<file path="config.mk">
export PLATFORM = sky130hd
export DESIGN_NAME = plb_regs
export DESIGN_NICKNAME = d
export VERILOG_FILES = /design/src/inc/plb_pkg.sv /design/src/rtl/plb_arg_decode.sv /design/src/rtl/plb_regs.sv
export SDC_FILE = /design/constraint.sdc
export NUM_CORES = 1
export LEC_CHECK = 0
export BUFFER_PORTS_ARGS = -buffer_cell sky130_fd_sc_hd__buf_2
export CAP_MARGIN = 30
export CORE_MARGIN = 2
export CORE_UTILIZATION = 47
export DETAILED_ROUTE_END_ITERATION = 12
export PLACE_DENSITY = 0.76
export SLEW_MARGIN = 30
export SYNTH_ARGS = -nofsm -noshare
export SYNTH_HDL_FRONTEND = slang
export SYNTH_SLANG_ARGS = --single-unit
</file>
<file path="constraint.sdc">
create_clock -name sys_clk -period 2.7 [get_ports sys_clk]
set_input_delay 0.81 -clock sys_clk [delete_from_list [all_inputs] [get_ports sys_clk]]
set_output_delay 0.81 -clock sys_clk [all_outputs]
set_load 0.02 [all_outputs]
</file>
<file path="src/inc/plb_pkg.sv">
// Constants, types and shared decode for the power-line buffer control registers.
// Assumes a byte-wide register port behind the host's I2C slave.
// Functional notes
// - Bit 7 of buffer status reads 1 only while both receive buffers hold data.
// - While both buffers are full, the next bulk data-out request is refused.
// - A received packet sets the pending flag, new-packet event and byte count.
// - The pending flag holds until the host writes 1, which frees a buffer.
// - A bulk data-out request arriving while pending is set is refused.
// - With chaining on, later bulk packets start automatically after command done.
// - Readback swap selects automatic buffer control or host readback of sent data.
// - Refuse-serial bit set refuses serial mode requests, otherwise they are acknowledged.
// - Refuse-sleep bit set refuses idle system requests, otherwise they are acknowledged.
// - Data packet retry count is field plus one; field resets to seven.
// - Pin-set argument: upper nibble pull enables, lower nibble output levels, pins 4..1.
// - Bulk request byte count is the argument plus one.
// - Serial mode argument: 0 off, 1 receive, 2 transmit, 3 loopback.
// - System request codes 0..7: seal, soft, hard, gauge, FIFO, free, idle, both.
// - System argument with upper six bits all ones: hard reset into serial mode.
// - The command trigger starts a command and clears once it is sent.
// - Received byte count reports bytes of the last request as field plus one.
package plb_pkg;
    localparam logic [7:0] ADDR_BUF_STATUS = 8'h36;
    localparam logic [7:0] ADDR_POLICY     = 8'h37;
    localparam logic [7:0] ADDR_CMD_ARG    = 8'h38;
    localparam int BIT_ALL_FULL   = 7;
    localparam int BIT_PENDING    = 6;
    localparam int BIT_AUTO_CHAIN = 0;
    localparam int BIT_SWAP       = 7;
    localparam int BIT_NO_SERIAL  = 5;
    localparam int BIT_NO_SLEEP   = 4;
    localparam int RETRY_MSB      = 2;
    localparam logic [2:0] RETRY_RESET = 3'h7;
    localparam logic [7:0] ARG_RESET   = 8'h00;
    localparam logic [2:0] SYS_IDLE    = 3'h6;
    localparam logic [5:0] SYS_SERIAL  = 6'h3F;

    typedef enum logic [1:0] {
        PLB_REQ_BULK   = 2'b00,
        PLB_REQ_SERIAL = 2'b01,
        PLB_REQ_SYSTEM = 2'b10,
        PLB_REQ_OTHER  = 2'b11
    } plb_req_t;

    typedef enum logic [1:0] {
        PLB_TX_IDLE      = 2'b00,
        PLB_TX_WAIT_SENT = 2'b01,
        PLB_TX_WAIT_DONE = 2'b10
    } plb_tx_state_t;

    // True for the plain idle-mode system request code.
    function automatic logic plb_is_idle(input logic [7:0] arg);
        plb_is_idle = (arg == {5'h00, SYS_IDLE});
    endfunction : plb_is_idle

    // Total automatic attempts for a retry field value.
    function automatic logic [3:0] plb_retry_total(input logic [2:0] f);
        plb_retry_total = {1'b0, f} + 4'h1;
    endfunction : plb_retry_total
endpackage : plb_pkg

</file>
<file path="src/rtl/plb_arg_decode.sv">
// Combinational decode of the channel-1 command argument.
// Assumes the caller registers every output it uses; sys_idle drives d_idle, which plb_regs never uses.
`timescale 1ns/100ps
module plb_arg_decode
    import plb_pkg::*;
(
    input  wire logic [7:0] arg,
    output logic      [3:0] pull_en,
    output logic      [3:0] out_level,
    output logic      [8:0] byte_total,
    output logic            ser_rx_on,
    output logic            ser_tx_on,
    output logic      [2:0] sys_code,
    output logic            sys_idle,
    output logic            sys_serial,
    output logic            rem_tx_sel,
    output logic            rem_rx_sel
);
    always_comb begin
        pull_en    = arg[7:4];
        out_level  = arg[3:0];
        byte_total = {1'b0, arg} + 9'h001;
        ser_rx_on  = arg[0];
        ser_tx_on  = arg[1];
        sys_code   = arg[2:0];
        sys_idle   = plb_is_idle(arg);
        sys_serial = (arg[7:2] == SYS_SERIAL);
        rem_tx_sel = arg[1];
        rem_rx_sel = arg[0];
    end
endmodule : plb_arg_decode

</file>
<file path="src/rtl/plb_regs.sv">
// Buffer status, request policy and argument registers of the power-line link.
// Assumes a byte register port from the host I2C slave and pulse events from the link engine.
`timescale 1ns/100ps
module plb_regs
    import plb_pkg::*;
(
    input  wire logic       sys_clk,
    input  wire logic       reset,
    input  wire logic       clk_en,
    input  wire logic [7:0] reg_addr,
    input  wire logic       reg_wr,
    input  wire logic [7:0] reg_wdata,
    input  wire logic       reg_rd,
    output logic      [7:0] reg_rdata,
    input  wire logic       link_req_valid,
    input  wire plb_req_t   link_req_kind,
    input  wire logic [7:0] link_req_arg,
    output logic            reply_ack,
    output logic            reply_nack,
    input  wire logic       rx_packet_in,
    input  wire logic [6:0] rx_count_in,
    output logic            new_packet_event,
    output logic      [6:0] received_byte_count,
    output logic      [7:0] received_bytes_total,
    output logic            buffers_all_full,
    output logic            rx_packet_pending,
    input  wire logic       trigger_write,
    input  wire logic       cmd_is_bulk,
    input  wire logic       cmd_sent_in,
    input  wire logic       cmd_done_in,
    input  wire logic       pkt_nack_in,
    output logic            cmd_start,
    output logic            command_trigger,
    output logic            send_failed,
    output logic            readback_swap,
    output logic      [3:0] retry_total,
    output logic      [3:0] pin_pull_enable,
    output logic      [3:0] pin_output_level,
    output logic      [8:0] bulk_byte_total,
    output logic            serial_rx_on,
    output logic            serial_tx_on,
    output logic      [2:0] system_code,
    output logic            system_serial_reset,
    output logic            remote_serial_tx_sel,
    output logic            remote_serial_rx_sel
);
    logic [1:0]    buf_full_reg;
    logic          wr_sel_reg;
    logic          rd_sel_reg;
    logic          pending_reg;
    logic          auto_chain_reg;
    logic          swap_reg;
    logic          no_serial_reg;
    logic          no_sleep_reg;
    logic [2:0]    retry_lim_reg;
    logic [7:0]    arg_reg;
    logic [3:0]    retry_left_reg;
    plb_tx_state_t tx_state_reg;
    plb_tx_state_t tx_state_next;

    logic       wr_status;
    logic       host_clear;
    logic       all_full;
    logic       refuse;
    logic [7:0] rdata_next;
    logic [3:0] d_pull;
    logic [3:0] d_level;
    logic [8:0] d_bytes;
    logic       d_rx_on;
    logic       d_tx_on;
    logic [2:0] d_sys;
    logic       d_idle;
    logic       d_serial;
    logic       d_rtx;
    logic       d_rrx;

    assign wr_status  = reg_wr && (reg_addr == ADDR_BUF_STATUS);
    assign host_clear = wr_status && reg_wdata[BIT_PENDING];
    assign all_full   = &buf_full_reg;

    plb_arg_decode u_dec (
        .arg        (arg_reg),
        .pull_en    (d_pull),
        .out_level  (d_level),
        .byte_total (d_bytes),
        .ser_rx_on  (d_rx_on),
        .ser_tx_on  (d_tx_on),
        .sys_code   (d_sys),
        .sys_idle   (d_idle),
        .sys_serial (d_serial),
        .rem_tx_sel (d_rtx),
        .rem_rx_sel (d_rrx)
    );

    // Host-writable fields. Reserved bits are not stored, so they always read zero.
    always_ff @(posedge sys_clk or posedge reset) begin
        if (reset) begin
            auto_chain_reg <= 1'b0;
            swap_reg       <= 1'b0;
            no_serial_reg  <= 1'b0;
            no_sleep_reg   <= 1'b0;
            retry_lim_reg  <= RETRY_RESET;
            arg_reg        <= ARG_RESET;
        end else if (clk_en && reg_wr) begin
            if (reg_addr == ADDR_BUF_STATUS) begin
                auto_chain_reg <= reg_wdata[BIT_AUTO_CHAIN];
            end
            if (reg_addr == ADDR_POLICY) begin
                swap_reg      <= reg_wdata[BIT_SWAP];
                no_serial_reg <= reg_wdata[BIT_NO_SERIAL];
                no_sleep_reg  <= reg_wdata[BIT_NO_SLEEP];
                retry_lim_reg <= reg_wdata[RETRY_MSB:0];
            end
            if (reg_addr == ADDR_CMD_ARG) begin
                arg_reg <= reg_wdata;
            end
        end
    end

    // Two receive buffers filled and freed in turn. A host clear frees the oldest.
    always_ff @(posedge sys_clk or posedge reset) begin
        if (reset) begin
            buf_full_reg <= 2'h0;
            wr_sel_reg   <= 1'b0;
            rd_sel_reg   <= 1'b0;
        end else if (clk_en) begin
            if (host_clear && buf_full_reg[rd_sel_reg]) begin
                buf_full_reg[rd_sel_reg] <= 1'b0;
                rd_sel_reg               <= ~rd_sel_reg;
            end
            if (rx_packet_in && !buf_full_reg[wr_sel_reg]) begin
                buf_full_reg[wr_sel_reg] <= 1'b1;
                wr_sel_reg               <= ~wr_sel_reg;
            end
        end
    end

    // A packet arriving in the same cycle as a host clear keeps the flag set.
    always_ff @(posedge sys_clk or posedge reset) begin
        if (reset) begin
            pending_reg <= 1'b0;
        end else if (clk_en) begin
            if (rx_packet_in) begin
                pending_reg <= 1'b1;
            end else if (host_clear) begin
                pending_reg <= 1'b0;
            end
        end
    end

    // Receive side events and the byte count shown to the host.
    always_ff @(posedge sys_clk or posedge reset) begin
        if (reset) begin
            new_packet_event     <= 1'b0;
            received_byte_count  <= 7'h00;
            received_bytes_total <= 8'h00;
        end else if (clk_en) begin
            new_packet_event <= rx_packet_in;
            if (rx_packet_in) begin
                received_byte_count  <= rx_count_in;
                received_bytes_total <= {1'b0, rx_count_in} + 8'h01;
            end
        end
    end

    always_comb begin
        case (link_req_kind)
            PLB_REQ_BULK:   refuse = all_full || pending_reg;
            PLB_REQ_SERIAL: refuse = no_serial_reg;
            PLB_REQ_SYSTEM: refuse = no_sleep_reg && plb_is_idle(link_req_arg);
            default:        refuse = 1'b0;
        endcase
    end

    // Every request from across the link seen while clk_en is high gets exactly one answer, one cycle later.
    always_ff @(posedge sys_clk or posedge reset) begin
        if (reset) begin
            reply_ack  <= 1'b0;
            reply_nack <= 1'b0;
        end else if (clk_en) begin
            reply_ack  <= link_req_valid && !refuse;
            reply_nack <= link_req_valid && refuse;
        end
    end

    always_comb begin
        tx_state_next = tx_state_reg;
        case (tx_state_reg)
            PLB_TX_IDLE: begin
                if (trigger_write) begin
                    tx_state_next = PLB_TX_WAIT_SENT;
                end
            end
            PLB_TX_WAIT_SENT: begin
                if (cmd_sent_in) begin
                    tx_state_next = PLB_TX_WAIT_DONE;
                end
            end
            PLB_TX_WAIT_DONE: begin
                if (pkt_nack_in) begin
                    tx_state_next = (retry_left_reg != 4'h0) ? PLB_TX_WAIT_SENT : PLB_TX_IDLE;
                end else if (cmd_done_in) begin
                    if (auto_chain_reg && cmd_is_bulk) begin
                        tx_state_next = PLB_TX_WAIT_SENT;
                    end else begin
                        tx_state_next = PLB_TX_IDLE;
                    end
                end
            end
            default: tx_state_next = PLB_TX_IDLE;
        endcase
    end

    always_ff @(posedge sys_clk or posedge reset) begin
        if (reset) begin
            tx_state_reg <= PLB_TX_IDLE;
        end else if (clk_en) begin
            tx_state_reg <= tx_state_next;
        end
    end

    // Start pulses, the trigger flag and the packet retry budget.
    always_ff @(posedge sys_clk or posedge reset) begin
        if (reset) begin
            cmd_start       <= 1'b0;
            command_trigger <= 1'b0;
            send_failed     <= 1'b0;
            retry_left_reg  <= 4'h0;
        end else if (clk_en) begin
            cmd_start   <= 1'b0;
            send_failed <= 1'b0;
            case (tx_state_reg)
                PLB_TX_IDLE: begin
                    if (trigger_write) begin
                        cmd_start       <= 1'b1;
                        command_trigger <= 1'b1;
                        retry_left_reg  <= plb_retry_total(retry_lim_reg);
                    end
                end
                PLB_TX_WAIT_SENT: begin
                    if (cmd_sent_in) begin
                        command_trigger <= 1'b0;
                    end
                end
                PLB_TX_WAIT_DONE: begin
                    if (pkt_nack_in) begin
                        if (retry_left_reg != 4'h0) begin
                            cmd_start       <= 1'b1;
                            command_trigger <= 1'b1;
                            retry_left_reg  <= retry_left_reg - 4'h1;
                        end else begin
                            send_failed <= 1'b1;
                        end
                    end else if (cmd_done_in && auto_chain_reg && cmd_is_bulk) begin
                        cmd_start       <= 1'b1;
                        command_trigger <= 1'b1;
                        retry_left_reg  <= plb_retry_total(retry_lim_reg);
                    end
                end
                default: cmd_start <= 1'b0;
            endcase
        end
    end

    always_comb begin
        case (reg_addr)
            ADDR_BUF_STATUS: rdata_next = {all_full, pending_reg, 5'h00, auto_chain_reg};
            ADDR_POLICY:     rdata_next = {swap_reg, 1'b0, no_serial_reg, no_sleep_reg,
                                           1'b0, retry_lim_reg};
            ADDR_CMD_ARG:    rdata_next = arg_reg;
            default:         rdata_next = 8'h00;
        endcase
    end

    // Read data and mirrored flags, all from flip-flops.
    always_ff @(posedge sys_clk or posedge reset) begin
        if (reset) begin
            reg_rdata         <= 8'h00;
            buffers_all_full  <= 1'b0;
            rx_packet_pending <= 1'b0;
            readback_swap     <= 1'b0;
            retry_total       <= 4'h0;
        end else if (clk_en) begin
            if (reg_rd) begin
                reg_rdata <= rdata_next;
            end
            buffers_all_full  <= all_full;
            rx_packet_pending <= pending_reg;
            readback_swap     <= swap_reg;
            retry_total       <= plb_retry_total(retry_lim_reg);
        end
    end

    // Decoded argument fields for the link command builder.
    always_ff @(posedge sys_clk or posedge reset) begin
        if (reset) begin
            pin_pull_enable      <= 4'h0;
            pin_output_level     <= 4'h0;
            bulk_byte_total      <= 9'h000;
            serial_rx_on         <= 1'b0;
            serial_tx_on         <= 1'b0;
            system_code          <= 3'h0;
            system_serial_reset  <= 1'b0;
            remote_serial_tx_sel <= 1'b0;
            remote_serial_rx_sel <= 1'b0;
        end else if (clk_en) begin
            pin_pull_enable      <= d_pull;
            pin_output_level     <= d_level;
            bulk_byte_total      <= d_bytes;
            serial_rx_on         <= d_rx_on;
            serial_tx_on         <= d_tx_on;
            system_code          <= d_sys;
            system_serial_reset  <= d_serial;
            remote_serial_tx_sel <= d_rtx;
            remote_serial_rx_sel <= d_rrx;
        end
    end

    property p_full_nack;
        @(posedge sys_clk) disable iff (reset)
        clk_en && link_req_valid && link_req_kind == PLB_REQ_BULK && all_full
        |=> reply_nack && !reply_ack;
    endproperty
    a_full_nack: assert property (p_full_nack) else $error("bulk request accepted while full");

    property p_pending_nack;
        @(posedge sys_clk) disable iff (reset)
        clk_en && link_req_valid && link_req_kind == PLB_REQ_BULK && pending_reg
        |=> reply_nack && !reply_ack;
    endproperty
    a_pending_nack: assert property (p_pending_nack) else $error("bulk accepted while pending");

    property p_rx_sets;
        @(posedge sys_clk) disable iff (reset)
        clk_en && rx_packet_in |=> pending_reg && new_packet_event
        && received_byte_count == $past(rx_count_in);
    endproperty
    a_rx_sets: assert property (p_rx_sets) else $error("receive did not set pending");

    property p_w1c;
        @(posedge sys_clk) disable iff (reset)
        clk_en && host_clear && !rx_packet_in |=> !pending_reg;
    endproperty
    a_w1c: assert property (p_w1c) else $error("write one did not clear pending");

    property p_w0_keeps;
        @(posedge sys_clk) disable iff (reset)
        clk_en && wr_status && !reg_wdata[BIT_PENDING] && pending_reg |=> pending_reg;
    endproperty
    a_w0_keeps: assert property (p_w0_keeps) else $error("write zero changed pending");

    property p_full_read;
        @(posedge sys_clk) disable iff (reset)
        clk_en && reg_rd && reg_addr == ADDR_BUF_STATUS
        |=> reg_rdata[BIT_ALL_FULL] == &$past(buf_full_reg);
    endproperty
    a_full_read: assert property (p_full_read) else $error("full bit read wrong");

    property p_serial_refuse;
        @(posedge sys_clk) disable iff (reset)
        clk_en && link_req_valid && link_req_kind == PLB_REQ_SERIAL
        |=> reply_nack == $past(no_serial_reg) && reply_ack != $past(no_serial_reg);
    endproperty
    a_serial_refuse: assert property (p_serial_refuse) else $error("serial answer wrong");

    property p_idle_refuse;
        @(posedge sys_clk) disable iff (reset)
        clk_en && link_req_valid && link_req_kind == PLB_REQ_SYSTEM
        && link_req_arg == 8'h06 |=> reply_nack == $past(no_sleep_reg);
    endproperty
    a_idle_refuse: assert property (p_idle_refuse) else $error("idle answer wrong");

    property p_chain;
        @(posedge sys_clk) disable iff (reset)
        clk_en && tx_state_reg == PLB_TX_WAIT_DONE && cmd_done_in && !pkt_nack_in
        && auto_chain_reg && cmd_is_bulk |=> cmd_start && tx_state_reg == PLB_TX_WAIT_SENT;
    endproperty
    a_chain: assert property (p_chain) else $error("chained packet not started");

    property p_trig_clear;
        @(posedge sys_clk) disable iff (reset)
        clk_en && tx_state_reg == PLB_TX_WAIT_SENT && cmd_sent_in |=> !command_trigger;
    endproperty
    a_trig_clear: assert property (p_trig_clear) else $error("trigger not cleared");

    property p_retry_load;
        @(posedge sys_clk) disable iff (reset)
        clk_en && tx_state_reg == PLB_TX_IDLE && trigger_write
        |=> retry_left_reg == {1'b0, $past(retry_lim_reg)} + 4'h1;
    endproperty
    a_retry_load: assert property (p_retry_load) else $error("retry budget wrong");

    property p_bytes;
        @(posedge sys_clk) disable iff (reset)
        clk_en |=> bulk_byte_total == {1'b0, $past(arg_reg)} + 9'h001;
    endproperty
    a_bytes: assert property (p_bytes) else $error("byte total wrong");
endmodule : plb_regs

</file>
==> results of run 1 <==
worst min path at each step:
stage                                       start                      end  slack [ns]  depth (start not counted)
final                                       reset        rx_packet_pending        0.48                          2
after global routing                        reset        rx_packet_pending        0.50                          2
after CTS                                   reset        rx_packet_pending        0.48                          2
after detailed placement          command_trigger          command_trigger        0.46                          2
after global placement    received_bytes_total[4]  received_bytes_total[4]        0.46                          2
after floorplan                        rd_sel_reg               rd_sel_reg        0.48                          1
routing by layer:
| metal | up-vias | track usage | wire length (um) |
|---|---|---|---|
| met5 | - | 0 | 0 |
| met4 | 0 | 0.0833 | 137 |
| met3 | 14 | 0.0435 | 409 |
| met2 | 88 | 0.306 | 3640 |
| met1 | 1360 | 0.258 | 3550 |
| li1 | 1343 | - | - |
logic make-up after synthesis:
| family | count (synthesis) | synth area share |
|---|---|---|
| and+or+nand+nor | 92 | 0.136 |
| DFF | 80 | 0.549 |
| buffers and inverters | 32 | 0.0480 |
| muxes | 39 | 0.119 |
| adders and majority gates | 4 | 0.0137 |
| AOI/OAI and AO/OA | 63 | 0.106 |
| xor gates and xnor gates | 12 | 0.0288 |
layout make-up:
class / instances / area share
multi-input combinational: 210 / 0.332
timing repair buffer: 110 / 0.130
sequential: 80 / 0.452
clock buffer: 9 / 0.0279
clock inverter: 7 / 0.0164
tap: 102 / 0.0288
inverter: 14 / 0.0127
cell usage after synthesis (2+ instances only):
cell type and number:
o21ai_0 26, dfstp_2 3, and3b_1 3, o22a_1 2
a31oi_1 6, and4bb_2 2, nand4b_1 2, and3_1 3
a22oi_1 7, and4_1 2, buf_4 7, mux2i_1 3
clkbuf_1 2, xor2_1 8, a31o_2 2, nor2b_1 3
nand3_1 11, o22ai_1 3, buf_6 3, mux2_2 36
and2_2 2, nand2_1 37, xnor2_1 4, inv_1 14
dfrtp_1 77, a21oi_1 11, nor3_1 2, buf_2 4
nand4_1 3, nor2_1 13, ha_1 4
stage by stage:
step | hold WS [ns] | cells
finish | 0.477 | 532
global route | 0.499 | 532
CTS | 0.482 | 532
detailed placement | 0.463 | 516
global placement | 0.457 | 516
floorplan | 0.476 | 322
where the power goes:
group / leakage, nW / switching (W) / internal [W] / total, W
registers: 1.01 / 0.000103 / 0.00133 / 0.00143
clock network: 0.0952 / 0.000439 / 0.000426 / 0.000866
logic: 1.11 / 0.000297 / 0.000209 / 0.000506
total: 2.21 / 0.000839 / 0.00196 / 0.00280
worst max-delay path, cell delays in order:
cell and delay [ns]:
buf_2 0.15, nor4b_4 0.38, and3_1 0.42, mux2_2 0.38
==> flow_metrics.env, run 1 <==
export IMPL_worstPathArrival_ns=2.14
export IMPL_regMostFlops="bulk_byte_total"
export IMPL_clock_skew_ns=0.00881
export IMPL_rows=32
export IMPL_rr_worst_depth=6
export IMPL_area_delta_synth_final_pct=21.4
export IMPL_ys_flop_type="dfrtp_1"
export IMPL_initial_core_util=0.480
export IMPL_p_leak_nw=2.21
export IMPL_hp_class="in -> async"
export IMPL_syn_num_nets=371
export IMPL_cts_root_buf="clkbuf_8"
export IMPL_startpoint="reg_addr[0]"
export IMPL_powerDensity_nw_per_um2=632
export IMPL_multi_input_area_um2=1470
export IMPL_drive_gt1_frac=0.412
export IMPL_period_needed_ns=1.90
export IMPL_outcome="finished, final reports clean"
export IMPL_core_um2=7610
export IMPL_fmax_mhz=525
export IMPL_worstPathRequired_ns=2.94
export IMPL_cp_start_kind="primary input"
export IMPL_grt_max_degree=44
export IMPL_ir_drop_v=0.000429
export IMPL_port_buffers=105
export IMPL_post_synth_cell_area_avg_um2=11.3
export IMPL_postCtsHoldBufs=0
export IMPL_tightest_slew_ns=0.633
export IMPL_r2r_end="retry_left_reg[1]"
export IMPL_maxCapViolCount=0
export IMPL_dieArea_um2=8490
export IMPL_numClockSinks=80
export IMPL_cp_end_kind="register"
export IMPL_final_cell_mix="105 x buf_2, 77 x dfrtp_1, 37 x nand2_1, 36 x mux2_2, 26 x o21ai_0"
export IMPL_cts_tree="done"
export IMPL_drt_initial_drc_count=127
export IMPL_rrSetupSlack_ns=1.06
export IMPL_cts_clk_slew_worst_paths_ns=0.08
export IMPL_crit_end="arg_reg[4]"
export IMPL_antennaDiodeCount=0
export IMPL_post_cts_setup_buffer_count=0
export IMPL_p_total_w=0.00280
export IMPL_synthArstFlopShare=1.00
export IMPL_ys_seq_elements=80
export IMPL_grt_use_total=0.194
export IMPL_worstSkewPairLatency_ns=0.35
export IMPL_antenna_found_initial=0
export IMPL_dp_slack_ns=0.428
export IMPL_dp_final_hpwl_um=5750
export IMPL_die_height_um=92.2
export IMPL_nets=474
export IMPL_seqCellArea_um2=2010
export IMPL_ys_warn_count=0
export IMPL_via_per_inst=5.27
export IMPL_wl_per_cell_um=14.5
export IMPL_cts_htree_levels=3
export IMPL_grt_pass1_vias=2761
export IMPL_io_pins=106
export IMPL_yosysTopAreaCell="dfrtp_1"
export IMPL_grt_pass1_wl_um=12800
export IMPL_final_common_cell="buf_2"
export IMPL_synth_area_leaders="dfrtp_1 53%, mux2_2 11%, nand2_1 3.8%"
export IMPL_yosysTopAreaCellShare=0.528
export IMPL_synth_edff_count=0
export IMPL_place_area_um2=4240
export IMPL_nFillCells=684
export IMPL_yosysSeqAreaShare=0.549
export IMPL_tns_ns=0
export IMPL_gr_total_overflow=0
export IMPL_antenna_left=0
export IMPL_reg2reg_from="retry_left_reg[0]"
export IMPL_cts_buffers=9
export IMPL_fin_crit_sh=0.705
export IMPL_utilization=0.583
export IMPL_wl_um=7730
export IMPL_path_class="in -> reg"
export IMPL_cts_resized=0
export IMPL_grt_setup_unrepaired="no"
export IMPL_final_max_slew_viol_count=0
export IMPL_drc=0
export IMPL_final_cell_area_um2=4430
export IMPL_worstPathMaxFanout=8
export IMPL_hold_viol=0
export IMPL_gp_congestion=0.817
export IMPL_synthCells=322
export IMPL_drtPass1Iterations=4
export IMPL_setup_viol=0
export IMPL_largest_register_ffs=9
export IMPL_clockBufferDepth=2
export IMPL_synth_distinct_cells=48
export IMPL_fp_dieW_um=92.2
export IMPL_layout_setup_ws_ns=0.796
export IMPL_slew_headroom=0.577
export IMPL_vias=2805
export IMPL_syn_area_um2=3650
Power figures use the tool's default switching activity.
==> run 2: changes to the inputs <==
- clock period: 2.7 -> 1.74 ns (I/O delays scaled with it)
==> flow_metrics.env, run 2 (synthesized netlist as in run 1, its figures left out) <==
export IMPL_post_cts_setup_buffer_count=0
export IMPL_cts_clk_slew_worst_paths_ns=0.10
export IMPL_clock_skew_ns=0.0114
export IMPL_wl_um=8010
export IMPL_grt_setup_unrepaired="no"
export IMPL_grt_use_total=0.192
export IMPL_cts_htree_levels=3
export IMPL_gp_congestion=0.796
export IMPL_layout_setup_ws_ns=0.142
export IMPL_drive_gt1_frac=0.422
export IMPL_worstPathMaxFanout=7
export IMPL_port_buffers=105
export IMPL_path_class="reg -> reg"
export IMPL_grt_max_degree=81
export IMPL_ir_drop_v=0.000553
export IMPL_setup_viol=0
export IMPL_wl_per_cell_um=14.8
export IMPL_antennaDiodeCount=0
export IMPL_antenna_left=0
export IMPL_drtPass1Iterations=4
export IMPL_p_leak_nw=2.26
export IMPL_antenna_found_initial=0
export IMPL_slew_headroom=0.720
export IMPL_die_height_um=92.2
export IMPL_cts_tree="done"
export IMPL_hp_class="in -> async"
export IMPL_clockBufferDepth=2
export IMPL_cts_root_buf="clkbuf_8"
export IMPL_cp_start_kind="register"
export IMPL_worstPathArrival_ns=1.82
export IMPL_core_um2=7610
export IMPL_outcome="finished, final reports clean"
export IMPL_initial_core_util=0.480
export IMPL_fmax_mhz=626
export IMPL_grt_pass1_wl_um=12800
export IMPL_powerDensity_nw_per_um2=961
export IMPL_hold_viol=0
export IMPL_numClockSinks=80
export IMPL_final_cell_mix="105 x buf_2, 77 x dfrtp_1, 37 x nand2_1, 36 x mux2_2, 26 x o21ai_0"
export IMPL_drt_initial_drc_count=90
export IMPL_fin_crit_sh=0.918
export IMPL_gr_total_overflow=0
export IMPL_tightest_slew_ns=0.420
export IMPL_worstPathRequired_ns=1.97
export IMPL_largest_register_ffs=9
export IMPL_io_pins=106
export IMPL_final_common_cell="buf_2"
export IMPL_via_per_inst=5.24
export IMPL_period_needed_ns=1.60
export IMPL_maxCapViolCount=0
export IMPL_final_max_slew_viol_count=0
export IMPL_drc=0
export IMPL_regMostFlops="bulk_byte_total"
export IMPL_utilization=0.594
export IMPL_area_delta_synth_final_pct=23.7
export IMPL_nets=482
export IMPL_dp_final_hpwl_um=5880
export IMPL_fp_dieW_um=92.2
export IMPL_worstSkewPairLatency_ns=0.35
export IMPL_dp_slack_ns=-0.0198
export IMPL_cts_buffers=9
export IMPL_dieArea_um2=8490
export IMPL_vias=2831
export IMPL_rows=32
export IMPL_grt_pass1_vias=2665
export IMPL_cp_end_kind="register"
## run 2: changes by cell type in the layout (fill, tap and decap cells not counted), sizes merged
cell	change
clkinv	-2
clkinvlp	-1
buf	+8
bufinv	-1
inv	+4
## run 2: metrics by stage
stage	hold WS (ns)	area [um^2]	cells	setup TNS, ns	total power [W]
6_report	0.271	4520	540	0	0.00434
5_1_grt	0.310	4520	540	0	0.00458
4_1_cts	0.287	4510	540	0	0.00437
3_5_place_dp	0.469	4320	524	-0.121	0.00307
3_3_place_gp	0.458	4320	524	-0.0428	0.00303
2_1_floorplan	0.476	3660	322	0	0.00275
## run 2: layout make-up
type,instances,area (um^2)
inverter,14,56.3
tap,102,128
clock buffer,9,124
clock inverter,7,61.3
timing repair buffer,118,661
fill,667,3090
multi-input combinational,210,1480
sequential,80,2010
## run 2: final timing paths
check                                   startpoint                      end  slack [ns]  depth (start not counted)
max in group asynchronous                    reset         retry_lim_reg[0]        1.12                          3
min in group sys_clk                rx_count_in[0]  received_bytes_total[0]        0.42                          2
min                                          reset             reg_rdata[7]        0.27                          3
max                              retry_left_reg[0]                cmd_start        0.14                          6
min reg2reg                received_bytes_total[0]  received_bytes_total[0]        0.48                          2
max reg2reg                      retry_left_reg[0]                cmd_start        0.14                          6
## run 2: what timing repair did
action	4_1_cts	5_1_grt
hold buffers	0	0
gates resized for setup	0	1
endpoints found under the setup margin	0	1
## run 2: worst max-delay path: stages, from the launching register on
cell and delay, ns:
dfrtp_1 0.41, inv_1 0.07, ha_1 0.18, nand4bb_1 0.22
a32oi_4 0.35, buf_4 0.18, o21ai_0 0.08
## run 2: metal layers
| metal | wire length (um) | vias to the layer above | GRT usage |
|---|---|---|---|
| met4 | 129 | 0 | 0.0771 |
| met5 | 0 | - | 0 |
| li1 | - | 1362 | - |
| met1 | 3510 | 1353 | 0.258 |
| met3 | 498 | 15 | 0.0427 |
| met2 | 3860 | 101 | 0.305 |
## run 2: where the power goes
part / internal (W) / total (W) / leakage (nW) / switching, W
clock: 0.000548 / 0.00129 / 0.0940 / 0.000745
sequential: 0.00206 / 0.00222 / 1.01 / 0.000164
combinational: 0.000353 / 0.000829 / 1.16 / 0.000476
total: 0.00296 / 0.00434 / 2.26 / 0.00138
